--- src/hw/scs_pkg.sv ---
// Constants shared by the switch control serial port design
package scs_pkg;

   // ==========================================================
   // Clock and word layout
   localparam int unsigned CLK_MHZ    = 25;
   localparam int unsigned CLK_KHZ    = 25000;
   localparam int unsigned WORD_W     = 16;
   localparam int unsigned NOUT       = 12;
   localparam int unsigned NHS        = 4;
   localparam int unsigned NFS        = 2;
   localparam int unsigned WD_BIT     = 15;
   localparam int unsigned ADDR_HI    = 14;
   localparam int unsigned ADDR_MID   = 13;
   localparam int unsigned ADDR_LO    = 12;
   localparam int unsigned WD_DIV_LSB = 4;
   localparam int unsigned WD_DIV_MSB = 5;

   // ==========================================================
   // Command register addresses, first letter is bit 12
   localparam logic [2:0] ADDR_OUT_CTRL  = 3'h0;
   localparam logic [2:0] ADDR_DIRECT_EN = 3'h1;
   localparam logic [2:0] ADDR_LOGIC_FN  = 3'h2;
   localparam logic [2:0] ADDR_WD_SENSE  = 3'h3;
   localparam logic [2:0] ADDR_OPEN_LOAD = 3'h4;
   localparam logic [2:0] ADDR_LIMIT_OC  = 3'h5;
   localparam int unsigned NCFG          = 6;
   localparam logic [11:0] DIRECT_EN_RST = 12'hfff;
   localparam logic [11:0] CFG_RST       = 12'h000;

   // ==========================================================
   // Timing
   localparam int unsigned SW_DLY_NS   = 1000;
   localparam int unsigned SW_DLY_CYC  = (SW_DLY_NS * CLK_MHZ + 999) / 1000;
   localparam int unsigned FLT_DLY_US  = 150;
   localparam int unsigned FLT_DLY_CYC = FLT_DLY_US * CLK_MHZ;
   localparam int unsigned PEAK_MS     = 70;
   localparam int unsigned PEAK_CYC    = PEAK_MS * CLK_KHZ;
   localparam int unsigned WDTO_MS     = 524;
   localparam int unsigned WDTO_CYC    = WDTO_MS * CLK_KHZ;

   // ==========================================================
   // Bus register map
   localparam logic [11:0] REG_CTRL     = 12'h000;
   localparam logic [11:0] REG_STATUS   = 12'h004;
   localparam logic [11:0] REG_LAST_CMD = 12'h008;
   localparam logic [11:0] REG_DROP_CNT = 12'h00c;
   localparam int unsigned CTRL_EN_BIT  = 0;
   localparam logic        CTRL_EN_RST  = 1'h1;
   localparam int unsigned ST_WDEXP_BIT = 12;
   localparam int unsigned ST_PEAK_LSB  = 13;
   localparam int unsigned ST_LATCH_LSB = 17;

   // ==========================================================
   // Frame state
   typedef enum logic {SPI_IDLE, SPI_SHIFT} scs_spi_state_type;

endpackage

--- src/hw/scs_sync.sv ---
// Two flip-flop synchroniser for pin inputs
`timescale 1ns/1ps
`default_nettype none

module scs_sync #(
   parameter int unsigned W       = 1,
   parameter logic [W-1:0] RST_VAL = '0
) (
   // Clock and reset
   input  wire logic         clock,
   input  wire logic         arst_n,
   // Data
   input  wire logic [W-1:0] din,
   output logic      [W-1:0] dout
);

   logic [W-1:0] meta_q;

   // ==========================================================
   // Per-bit two stage chain
   for (genvar i = 0; i < W; i++) begin : g_bit
      always_ff @(posedge clock or negedge arst_n) begin
         if (!arst_n) begin
            meta_q[i] <= RST_VAL[i];
            dout[i]   <= RST_VAL[i];
         end else begin
            meta_q[i] <= din[i];
            dout[i]   <= meta_q[i];
         end
      end
   end

endmodule
`default_nettype wire

--- src/hw/scs_top.sv ---
// Switch control serial port with APB status and control
// Summary of operation
// - Shift status out while command shifts in
// - Sample serial input on clock falling edge
// - Change serial output on clock rising edge
// - Sixteen bit words, most significant first
// - Idle select ignores clock, output disabled
// - Select rise writes word to addressed register
// - Select fall loads status into shifter
// - Command bit one turns output on
// - Status bits 0-11 flag faulted outputs
// - Bits 12-14 show inputs, chosen by watchdog bit
// - Three bit address plus twelve data bits
// - Outputs switch 1 us after select
// - Low-side overcurrent latch-off after fault delay
// - Watchdog timeout with failsafe input high turns first two high-sides on
// - Peak limit active for timer after select
// - Data bits 0-11, address 12-14, watchdog 15
// - Drop frames not a multiple of sixteen
// - Two bit field divides watchdog timeout
`timescale 1ns/1ps
`default_nettype none

module scs_top
   import scs_pkg::*;
#(
   parameter int unsigned PEAK_CYCLES = PEAK_CYC,
   parameter int unsigned WDTO_CYCLES = WDTO_CYC
) (
   // Clock and reset
   input  wire logic        clock,
   input  wire logic        arst_n,
   // APB slave
   input  wire logic        psel,
   input  wire logic        penable,
   input  wire logic        pwrite,
   input  wire logic [11:0] paddr,
   input  wire logic [31:0] pwdata,
   output logic      [31:0] prdata,
   output logic             pready,
   output logic             pslverr,
   // Serial link
   input  wire logic        select_n,
   input  wire logic        sclk,
   input  wire logic        sdi,
   output logic             sdo,
   output logic             sdo_oe,
   // Device pins and analog status
   input  wire logic        reset_in_n,
   input  wire logic        failsafe_input,
   input  wire logic [3:0]  direct_hs,
   input  wire logic        direct_ls,
   input  wire logic [5:0]  input_states,
   input  wire logic [11:0] fault_in,
   input  wire logic [11:4] overcurrent_in,
   // Output drive
   output logic      [11:0] out_on,
   output logic      [3:0]  peak_limit,
   output logic             wd_expired
);

   // ==========================================================
   // Input synchronisers
   localparam int unsigned SYNC_W = 36;
   localparam logic [SYNC_W-1:0] SYNC_RST = {1'b1, 2'b00, 1'b1, 32'h0};

   logic [SYNC_W-1:0] sync_out;
   logic              sel_s, sclk_s, sdi_s, rstin_s, fs_s, ils_s;
   logic [3:0]        ihs_s;
   logic [5:0]        ins_s;
   logic [11:0]       flt_s;
   logic [11:4]       oc_s;

   scs_sync #(.W(SYNC_W), .RST_VAL(SYNC_RST)) u_sync (
      .clock  (clock),
      .arst_n (arst_n),
      .din    ({select_n, sclk, sdi, reset_in_n, failsafe_input, direct_ls,
                direct_hs, input_states, fault_in, overcurrent_in}),
      .dout   (sync_out)
   );

   assign {sel_s, sclk_s, sdi_s, rstin_s, fs_s, ils_s, ihs_s, ins_s, flt_s, oc_s} = sync_out;

   // ==========================================================
   // Edge detection
   scs_spi_state_type state_q, state_d;
   logic sel_d_q, sclk_d_q;
   logic sel_fall, sel_rise, sclk_rise, sclk_fall, soft_rst;

   always_ff @(posedge clock or negedge arst_n) begin
      if (!arst_n) begin
         sel_d_q  <= 1'b1;
         sclk_d_q <= 1'b0;
      end else begin
         sel_d_q  <= sel_s;
         sclk_d_q <= sclk_s;
      end
   end

   assign soft_rst  = ~rstin_s;
   assign sel_fall  = sel_d_q & ~sel_s;
   assign sel_rise  = ~sel_d_q & sel_s;
   // Clock ignored unless a frame is open
   assign sclk_rise = (state_q == SPI_SHIFT) & ~sel_s & ~sclk_d_q & sclk_s;
   assign sclk_fall = (state_q == SPI_SHIFT) & ~sel_s & sclk_d_q & ~sclk_s;

   always_comb begin
      state_d = state_q;
      case (state_q)
         SPI_IDLE:  if (sel_fall) state_d = SPI_SHIFT;
         SPI_SHIFT: if (sel_rise) state_d = SPI_IDLE;
         default:   state_d = SPI_IDLE;
      endcase
   end

   // ==========================================================
   // Shift registers
   logic [15:0] rx_q, tx_q, status_word;
   logic [3:0]  bit_cnt_q;
   logic        any_bit_q, sdo_q, sdo_oe_q, port_en_q;
   logic        frame_ok, commit, drop;
   logic [2:0]  cmd_addr;
   logic [11:0] cmd_data;

   always_ff @(posedge clock or negedge arst_n) begin
      if (!arst_n) begin
         state_q   <= SPI_IDLE;
         rx_q      <= 16'h0000;
         tx_q      <= 16'h0000;
         bit_cnt_q <= 4'h0;
         any_bit_q <= 1'b0;
         sdo_q     <= 1'b0;
         sdo_oe_q  <= 1'b0;
      end else begin
         state_q  <= state_d;
         sdo_oe_q <= ~sel_s;
         if (sel_fall) begin
            tx_q      <= status_word;
            sdo_q     <= status_word[15];
            bit_cnt_q <= 4'h0;
            any_bit_q <= 1'b0;
         end else begin
            if (sclk_rise) begin
               sdo_q <= tx_q[15];
               tx_q  <= {tx_q[14:0], 1'b0};
            end
            if (sclk_fall) begin
               rx_q      <= {rx_q[14:0], sdi_s};
               bit_cnt_q <= bit_cnt_q + 4'h1;
               any_bit_q <= 1'b1;
            end
         end
      end
   end

   // Whole multiples of sixteen only; later words replace earlier ones
   assign frame_ok = (state_q == SPI_SHIFT) & sel_rise & any_bit_q
                     & (bit_cnt_q == 4'h0);
   assign commit   = frame_ok & port_en_q & ~soft_rst;
   assign drop     = (state_q == SPI_SHIFT) & sel_rise & ~frame_ok;
   assign cmd_addr = {rx_q[ADDR_LO], rx_q[ADDR_MID], rx_q[ADDR_HI]};
   assign cmd_data = rx_q[NOUT-1:0];

   // ==========================================================
   // Command registers
   logic [11:0] cfg_q [NCFG];
   logic        wd_bit_q;
   logic        wd_kick;

   for (genvar a = 0; a < NCFG; a++) begin : g_cfg
      localparam logic [2:0] A = 3'(a);
      always_ff @(posedge clock or negedge arst_n) begin
         if (!arst_n) begin
            cfg_q[a] <= (A == ADDR_DIRECT_EN) ? DIRECT_EN_RST : CFG_RST;
         end else if (soft_rst) begin
            cfg_q[a] <= (A == ADDR_DIRECT_EN) ? DIRECT_EN_RST : CFG_RST;
         end else if (commit && cmd_addr == A) begin
            cfg_q[a] <= cmd_data;
         end
      end
   end

   always_ff @(posedge clock or negedge arst_n) begin
      if (!arst_n) begin
         wd_bit_q <= 1'b0;
      end else if (soft_rst) begin
         wd_bit_q <= 1'b0;
      end else if (commit) begin
         wd_bit_q <= rx_q[WD_BIT];
      end
   end

   assign wd_kick = commit & (rx_q[WD_BIT] ^ wd_bit_q);

   // ==========================================================
   // Output control
   logic [11:0] target, latched_q, latch_set, latch_clr, out_q;
   logic [4:0]  sw_cnt_q;
   logic        wd_exp_q;

   for (genvar i = 0; i < NOUT; i++) begin : g_out
      logic din_i, comb_i, force_i;
      assign din_i   = (i < NHS) ? ihs_s[i % NHS] : ils_s;
      // Direct input enabled when its bit is low; AND or OR with command
      assign comb_i  = cfg_q[ADDR_DIRECT_EN][i] ? cfg_q[ADDR_OUT_CTRL][i] :
                       (cfg_q[ADDR_LOGIC_FN][i] ? (cfg_q[ADDR_OUT_CTRL][i] & din_i)
                                                : (cfg_q[ADDR_OUT_CTRL][i] | din_i));
      assign force_i = (i < NFS) & wd_exp_q & fs_s;
      assign target[i] = (comb_i | force_i) & ~latched_q[i];
   end

   // Hold old state for the switching delay after each command
   always_ff @(posedge clock or negedge arst_n) begin
      if (!arst_n) begin
         sw_cnt_q <= 5'h0;
         out_q    <= 12'h000;
      end else if (commit) begin
         sw_cnt_q <= 5'(SW_DLY_CYC - 1);
      end else if (sw_cnt_q != 5'h0) begin
         sw_cnt_q <= sw_cnt_q - 5'h1;
      end else begin
         out_q <= target;
      end
   end

   // ==========================================================
   // Low-side fault latch-off timer
   logic [11:0] flt_cnt_q;
   logic        flt_run_q, flt_done;

   always_ff @(posedge clock or negedge arst_n) begin
      if (!arst_n) begin
         flt_cnt_q <= 12'h000;
         flt_run_q <= 1'b0;
      end else if (commit) begin
         flt_cnt_q <= 12'(FLT_DLY_CYC - 1);
         flt_run_q <= 1'b1;
      end else if (flt_run_q) begin
         flt_cnt_q <= flt_cnt_q - 12'h001;
         flt_run_q <= (flt_cnt_q != 12'h000);
      end
   end

   assign flt_done  = flt_run_q & (flt_cnt_q == 12'h000);
   assign latch_set = flt_done ? ({oc_s, 4'h0} & cfg_q[ADDR_LIMIT_OC] & {8'hff, 4'h0}) : 12'h000;
   assign latch_clr = (commit && cmd_addr == ADDR_OUT_CTRL) ? 12'hfff : 12'h000;

   always_ff @(posedge clock or negedge arst_n) begin
      if (!arst_n) begin
         latched_q <= 12'h000;
      end else if (soft_rst) begin
         latched_q <= 12'h000;
      end else begin
         latched_q <= (latched_q & ~latch_clr) | latch_set;
      end
   end

   // ==========================================================
   // Peak current limit timer
   logic [20:0] peak_cnt_q;
   logic        peak_run_q;
   logic [3:0]  peak_q;

   always_ff @(posedge clock or negedge arst_n) begin
      if (!arst_n) begin
         peak_cnt_q <= 21'h0;
         peak_run_q <= 1'b0;
         peak_q     <= 4'h0;
      end else begin
         if (commit) begin
            peak_cnt_q <= 21'(PEAK_CYCLES - 1);
            peak_run_q <= 1'b1;
         end else if (peak_run_q) begin
            peak_cnt_q <= peak_cnt_q - 21'h1;
            peak_run_q <= (peak_cnt_q != 21'h0);
         end
         peak_q <= {4{peak_run_q}} & ~cfg_q[ADDR_LIMIT_OC][NHS-1:0];
      end
   end

   // ==========================================================
   // Watchdog
   logic [23:0] wd_cnt_q, wd_lim;

   assign wd_lim = 24'(WDTO_CYCLES) >> cfg_q[ADDR_WD_SENSE][WD_DIV_MSB:WD_DIV_LSB];

   always_ff @(posedge clock or negedge arst_n) begin
      if (!arst_n) begin
         wd_cnt_q <= 24'h0;
         wd_exp_q <= 1'b0;
      end else if (soft_rst || wd_kick) begin
         wd_cnt_q <= 24'h0;
         wd_exp_q <= 1'b0;
      end else if (!wd_exp_q) begin
         wd_cnt_q <= wd_cnt_q + 24'h1;
         wd_exp_q <= (wd_cnt_q >= wd_lim - 24'h1);
      end
   end

   // ==========================================================
   // Status word
   assign status_word = {wd_bit_q,
                         wd_bit_q ? ins_s[5:3] : ins_s[2:0],
                         flt_s | latched_q};

   // ==========================================================
   // APB slave, one wait-free access phase
   logic [15:0] last_cmd_q, drop_cnt_q;
   logic [31:0] rd_mux, prdata_q;
   logic        pready_q, pslverr_q, setup, wr_en, hit;

   assign setup = psel & ~penable;
   assign wr_en = psel & penable & pready_q & pwrite;
   assign hit   = (paddr == REG_CTRL) | (paddr == REG_STATUS)
                | (paddr == REG_LAST_CMD) | (paddr == REG_DROP_CNT);
   assign rd_mux = (paddr == REG_CTRL)     ? {31'h0, port_en_q} :
                   (paddr == REG_STATUS)   ? {3'h0, latched_q, peak_q, wd_exp_q, out_q} :
                   (paddr == REG_LAST_CMD) ? {16'h0, last_cmd_q} :
                   (paddr == REG_DROP_CNT) ? {16'h0, drop_cnt_q} : 32'h0;

   always_ff @(posedge clock or negedge arst_n) begin
      if (!arst_n) begin
         pready_q   <= 1'b0;
         pslverr_q  <= 1'b0;
         prdata_q   <= 32'h0;
         port_en_q  <= CTRL_EN_RST;
         last_cmd_q <= 16'h0;
         drop_cnt_q <= 16'h0;
      end else begin
         pready_q  <= setup;
         pslverr_q <= setup & ~hit;
         prdata_q  <= setup ? rd_mux : 32'h0;
         if (wr_en && paddr == REG_CTRL) begin
            port_en_q <= pwdata[CTRL_EN_BIT];
         end
         if (commit) begin
            last_cmd_q <= rx_q;
         end
         if (drop || (frame_ok && !commit)) begin
            drop_cnt_q <= drop_cnt_q + 16'h1;
         end
      end
   end

   // ==========================================================
   // Output registers
   always_ff @(posedge clock or negedge arst_n) begin
      if (!arst_n) begin
         out_on     <= 12'h000;
         peak_limit <= 4'h0;
         wd_expired <= 1'b0;
      end else begin
         out_on     <= out_q;
         peak_limit <= peak_q;
         wd_expired <= wd_exp_q;
      end
   end

   assign prdata  = prdata_q;
   assign pready  = pready_q;
   assign pslverr = pslverr_q;
   assign sdo     = sdo_q;
   assign sdo_oe  = sdo_oe_q;

endmodule
`default_nettype wire

--- config.mk ---
export PLATFORM = sky130hd
export DESIGN_NAME = scs_top
export DESIGN_NICKNAME = d
export VERILOG_FILES = /design/src/hw/scs_pkg.sv /design/src/hw/scs_sync.sv /design/src/hw/scs_top.sv
export SDC_FILE = /design/constraint.sdc
export NUM_CORES = 1
export LEC_CHECK = 0
export ABC_CLOCK_PERIOD_IN_PS = 2650
export BUFFER_PORTS_ARGS = -buffer_cell sky130_fd_sc_hd__buf_2
export CAP_MARGIN = 20
export CORE_ASPECT_RATIO = 0.7
export CORE_UTILIZATION = 60
export CTS_BUF_LIST = sky130_fd_sc_hd__clkbuf_4 sky130_fd_sc_hd__clkbuf_8
export CTS_CLUSTER_DIAMETER = 100
export CTS_CLUSTER_SIZE = 20
export DETAILED_ROUTE_END_ITERATION = 10
export PLACE_DENSITY = 0.82
export SYNTH_ARGS = -nofsm -noshare
export SYNTH_HDL_FRONTEND = slang
export SYNTH_HIERARCHICAL = 1
export SYNTH_SLANG_ARGS = --single-unit
--- constraint.sdc ---
create_clock -name clock -period 2.65 [get_ports clock]
set_input_delay 0.1325 -clock clock [delete_from_list [all_inputs] [get_ports clock]]
set_output_delay 0.1325 -clock clock [all_outputs]
set_load 0.1 [all_outputs]
==> flow_summary.toml, run 1 <==
[global_routing]
antenna_found_initial = 0
gr-total-overflow = 0
grt_first_pass_wirelength_mm = 47.2
grt_use_total = 0.258
grt_pass1_vias = 8958
grt_max_degree = 73

[timing]
period_share = 0.912
max_freq_mhz = 414
rsz0062_at_grt = "no"
hold_viol_final = 0
period_minus_slack_ps = 2420
skew_ps = 24.5
setup_violations = 0
worst_pin_slew_ps = 1190
relSlewSlack = 0.204
finalWorstSetupSlack_ps = 232
drv_slew = 0
final.setup.tns_ps = 0

[critical_path]
reg2reg_depth = 6
crit_type = "register to register"
endpoint_kind = "register"
r2r-start = "bit_cnt_q[0]$_DFFE_PN0P_"
crit_path_start_kind = "register"
reg2reg_to = "cfg_q[10]$_DFFE_PN0P_"
reg2reg_slack_ps = 230
required_ps = 3130
crit_arrival_ps = 2900
cp_max_fo = 10

[clocking]
cts_buffers = 20
cts.sinks = 339
tritoncts = "yes"
clk_pin_slew_worst_paths_ps = 120
ctsResizeCount = 0
cts_root_buf = "clkbuf_8"
htreeDepth = 1
clk_path_buf_depth = 3
clk_latency_ps = 560
cts_setup_buffers = 0

[power]
p_per_area_nw_per_um2 = 569
ir_drop_uv = 857
p_leak_nw = 7.55

[hold_path]
hold_start = "paddr[2]"
holdPathEnd = "prdata[8]$_DFF_PN0_"
hold_path_class = "input port to register"
whs_path_depth = 3

[floorplanning]
io_pins = 138
die-area_sq_um = 23200
die_w_um = 181
die_h_um = 128
core.rowCount = 45
core_area_sq_um = 21900
initial_core_util = 0.618

[yosys]
seq_area_frac_synth = 0.629
netlist_area_sq_um = 13500
synth_cells = 1180
post_synth_num_cell_types = 61
synthFlopType = "dfrtp_1"
syn_avg_cell_area_sq_um = 11.5
async_reset_ff_frac = 1.00
ys_warn_count = 6
synth_seq_cells = 339
synth_edf_count = 0

[routing]
wirelength_mm = 28.8
postRouteAntennaNets = 0
drt-initial-drc-count = 789
drcViolationCount = 0
wl_per_cell_um = 17.7
via_per_inst = 5.80
via_count = 9427
first_pass_iters = 5

[placement]
dp_hpwl_mm = 19.7
place_ws_ps = 311
gp_congestion = 0.893
portBuffers = 103

[layout]
n_antenna_cell = 0
drive_gt1_frac = 0.153
area_delta_synth_final_pct = 13.3
multi_input_area_sq_um = 4670
ff_latch_area_sq_um = 8510
final_nets = 1449
fillCellCount = 1541

[run_status]
status = "completed"

[flow_run]
maxCapViolCount = 0
[cells in the final DEF, fill, tap and decap left out, drive strengths merged, types with 33 or more instances in the layout]
master,netlist,routed
buf,9,134
o21ai,80,80
xnor2,38,38
dlygate4sd3,0,44
clkbuf,43,34
nand3,33,33
nor2,124,124
a21oi,40,40
ha,33,33
nand2,109,109
dfrtp,321,321
inv,43,43
[synth_stat cells, types with 2 or more instances]
cell,number,share of area
nand4_1,19,0.0088
and2_1,18,0.0083
o31ai_1,3,0.0017
dfstp_2,18,0.035
a211oi_1,14,0.0078
and3b_1,2,0.0013
buf_1,4,0.0011
nor3_1,18,0.0067
clkbuf_1,43,0.012
mux2_2,5,0.0042
nand3_1,33,0.012
o211ai_1,21,0.012
nor4_1,23,0.011
xnor2_1,38,0.025
and3_1,9,0.0042
nand2_1,109,0.030
buf_4,3,0.0017
dfrtp_1,321,0.59
buf_2,2,0.00074
nor4b_2,2,0.0022
or3_1,7,0.0032
nor2b_1,8,0.0037
a22o_1,20,0.013
nor3b_1,2,0.0011
a221oi_1,4,0.0026
and4_1,7,0.0045
ha_1,33,0.031
nand4b_1,2,0.0013
xor2_1,28,0.018
a32o_1,8,0.0059
or3_2,2,0.0011
mux2i_1,20,0.015
nor2_1,124,0.034
a31oi_1,4,0.0018
or2_2,2,0.00092
o21ai_0,79,0.029
or4_1,3,0.0017
a21o_1,15,0.0083
a21oi_1,40,0.015
inv_1,43,0.012
nand3b_1,4,0.0022
[report_power, final]
part / switching [mW] / internal (mW)
combinational: 0.447 / 0.285
clock: 1.52 / 0.926
sequential: 0.168 / 5.37
[layer usage]
layer,global-route usage,wire length (um),share of wire,vias to the layer above
met2,0.371,12300,0.43,323
met3,0.0536,2130,0.074,54
met5,0,0,0,-
li1,-,-,-,4374
met4,0.0598,609,0.021,0
met1,0.405,13700,0.48,4676
[critical path, cell delays in order, from the launching register on]
cell,delay [ps]
dfrtp_1,390
inv_1,80
ha_1,190
and4bb_2,250
and4_1,260
a31oi_1,900
a22o_1,280
[flip-flops by register name, indices dropped and copies added (netlist names), 4 cells and up]
register	cells
peak_cnt_q	21
u_sync/dout	36
wd_cnt_q	24
peak_limit	4
drop_cnt_q	16
bit_cnt_q	4
peak_q	4
tx_q	16
cfg_q	50
rx_q	16
latched_q	12
last_cmd_q	16
u_sync/meta_q	36
out_q	12
flt_cnt_q	12
out_on	12
sw_cnt_q	5
prdata	29
[per-stage QoR]
step	area [sq um]	std cells	hold slack, ps	power [mW]	utilization
final	15300	1625	62.5	8.72	0.700
after global routing	15300	1625	69.0	9.08	0.700
after CTS	15300	1624	37.4	8.77	0.699
after detailed placement	14500	1546	138	6.32	0.662
after global placement	14500	1546	134	6.28	0.662
after floorplan	13500	1183	-163	6.01	-
[how the worst max path moves through the flow]
| stage | end | start | cells past startpoint |
|---|---|---|---|
| floorplan | latched_q[10]$_DFF_PN0_ | flt_cnt_q[4]$_DFFE_PN0P_ | 5 |
| global placement | latched_q[4]$_DFF_PN0_ | flt_cnt_q[4]$_DFFE_PN0P_ | 5 |
| detailed placement | cfg_q[8]$_DFFE_PN0P_ | bit_cnt_q[0]$_DFFE_PN0P_ | 6 |
| CTS | cfg_q[10]$_DFFE_PN0P_ | bit_cnt_q[0]$_DFFE_PN0P_ | 6 |
| global route | cfg_q[10]$_DFFE_PN0P_ | bit_cnt_q[1]$_DFFE_PN0P_ | 6 |
| finish | cfg_q[10]$_DFFE_PN0P_ | bit_cnt_q[0]$_DFFE_PN0P_ | 6 |
[logic make-up after synthesis]
logic type,share of synthesized area
and+or+nand+nor,0.148
DFF,0.629
AOI/OAI and AO/OA,0.101
buffers and inverters,0.0274
xor gates and xnor gates,0.0427
adders and majority gates,0.0313
muxes,0.0206
other,0.000277
[final cells by class]
class,instances,share of cell area
Sequential cell,339,0.555
Multi-Input combinational cell,749,0.305
Timing Repair Buffer,178,0.0815
Clock buffer,34,0.0252
Tap cell,282,0.0230
Inverter,43,0.0105
[what timing repair did]
action,in CTS,in global routing
hold endpoints to repair,108,0
hold buffers,44,0
setup endpoints to repair,0,0
Power figures use the tool's default switching activity.
==> run 2: changes to the inputs <==
Settings changed: RECOVER_POWER from default to 25.
==> run 2 against run 1 <==
Against the previous run: the run now ends with max-capacitance violations, max-slew violations left; worst hold slack improved by 5.8 ps; sequential cell count stayed put; clock-buffer cell count stayed put; cell count stayed put; routed wire length about the same; die area is the same; largest cell class unchanged; highest routed layer unchanged.
==> flow_summary.toml, run 2 (synthesis results as in run 1) <==
[routing]
wl_per_cell_um = 17.7
postRouteAntennaNets = 0
first_pass_iters = 7
wirelength_mm = 28.8
drcViolationCount = 0
via_count = 9397
drt-initial-drc-count = 808
via_per_inst = 5.78

[power]
power.share.combinational = 0.084
power_switching_mw = 2.14
p_int_mw = 6.58
ir_drop_uv = 858
clockPowerShare = 0.281
p_sw_frac = 0.245
power_mw = 8.72
p_leak_nw = 7.54
pwr-share-seq = 0.635
p_per_area_nw_per_um2 = 569

[critical_path]
slowest_delay_ps = 900
r2r-start = "bit_cnt_q[1]$_DFFE_PN0P_"
critPathTopFamily = "compound AO/OA/AOI/OAI gates"
crit_path_start_kind = "register"
crit_type = "register to register"
crit_arrival_ps = 2850
cp-startpoint = "bit_cnt_q[1]$_DFFE_PN0P_"
required_ps = 3120
cp_slowest_cell = "a21oi_1"
cp_cell_sequence = "inv_1 -> ha_1 -> and4bb_2 -> and4_1 -> a21oi_1 -> a32o_1"
critPathBufInv = 1
endpoint_kind = "register"
cp_max_fo = 12

[clocking]
cts.sinks = 339
tritoncts = "yes"
ctsResizeCount = 0
clk_latency_ps = 560
cts_setup_buffers = 0
cts_buffers = 20
clk_path_buf_depth = 3
holdBufCountCts = 44
cts_root_buf = "clkbuf_8"
htreeDepth = 1
clk_pin_slew_worst_paths_ps = 120

[global_routing]
antenna_found_initial = 0
gr-total-overflow = 0
grt_pass1_vias = 8958
grt_first_pass_wirelength_mm = 47.2
grt_max_degree = 73
grt_use_total = 0.258

[timing]
drv_slew = 69
final.setup.tns_ps = 0
skew_ps = 27.4
hold_viol_final = 0
rsz0062_at_grt = "no"
finalWorstSetupSlack_ps = 273
period_share = 0.897
relSlewSlack = -0.272
max_freq_mhz = 421
setup_violations = 0
period_minus_slack_ps = 2380
worst_pin_slew_ps = 1910

[layout]
final_nets = 1449
reg.largest.list = "cfg_q (50), u_sync/dout (36), u_sync/meta_q (36)"
drive_gt1_frac = 0.151
regMostFlops = "cfg_q"
layout_commonest_cell = "dfrtp_1"
final_cell_mix = "dfrtp_1 (321), nor2_1 (124), nand2_1 (109)"
area_delta_synth_final_pct = 13.1
finalInstanceArea_sq_um = 15300
largest_reg_flops = 50
n_antenna_cell = 0

[hold_path]
hold_path_class = "input port to register"
hold_start = "paddr[2]"

[floorplanning]
core_area_sq_um = 21900
die-area_sq_um = 23200
die_w_um = 181
io_pins = 138
core.rowCount = 45
initial_core_util = 0.618
die_h_um = 128

[run_status]
status = "finished with violations"
violations = "max-capacitance violations, max-slew violations"

[placement]
portBuffers = 103
place_ws_ps = 311
gp_congestion = 0.893
dp_hpwl_mm = 19.7
place_area_sq_um = 14500

[flow_run]
maxCapViolCount = 1
==> run 2: worst paths after layout <==
| check | endpoint | slack, ps | cells past startpoint |
|---|---|---|---|
| worst max-delay path | latched_q[5]$_DFF_PN0_ | 270 | 6 |
| worst min-delay path | prdata[2]$_DFF_PN0_ | 70 | 3 |
| worst max register to register | latched_q[5]$_DFF_PN0_ | 270 | 6 |
| worst min register to register | u_sync/dout[27]$_DFF_PN0_ | 340 | 0 |
| max in group asynchronous | sel_d_q$_DFF_PN1_ | 800 | 3 |
| min in group asynchronous | wd_cnt_q[7]$_DFFE_PN0P_ | 600 | 2 |
==> run 2: area by class of cell <==
type	instances	area (sq um)
Sequential cell	339	8510
Fill cell	1543	6590
Multi-Input combinational cell	749	4670
Timing Repair Buffer	178	1230
Clock buffer	34	387
Tap cell	282	353
Inverter	43	161
==> run 2: worst register-to-register path: cells and delay by family (launching register included) <==
kind / cells / cell delay, ps
buf+inv: 1 / 90
simple gates: 2 / 520
fa+ha+maj: 1 / 180
flops: 1 / 390
compound gates: 2 / 1130
==> run 2: metrics by stage <==
stage	hold WS [ps]	std cells	util
6_report	68.3	1625	0.699
5_1_grt	69.0	1625	0.699
4_1_cts	37.4	1624	0.699
3_5_place_dp	138	1546	0.662
3_3_place_gp	134	1546	0.662
2_1_floorplan	-163	1183	-
==> run 2: power by group through the flow <==
stage | Clock, mW | Sequential (mW) | Combinational, mW
3_5_place_dp | 0 | 5.63 | 0.683
4_1_cts | 2.50 | 5.54 | 0.735
5_1_grt | 2.69 | 5.57 | 0.822
3_3_place_gp | 0 | 5.62 | 0.657
2_1_floorplan | 0 | 5.61 | 0.398
6_report | 2.45 | 5.54 | 0.730
==> run 2: metal layers <==
| layer | share of wire | track usage | routed length [um] | vias up |
|---|---|---|---|---|
| met2 | 0.43 | 0.371 | 12300 | 334 |
| li1 | - | - | - | 4368 |
| met3 | 0.074 | 0.0536 | 2130 | 44 |
| met5 | 0 | 0 | 0 | - |
| met4 | 0.020 | 0.0598 | 588 | 0 |
| met1 | 0.48 | 0.405 | 13700 | 4651 |
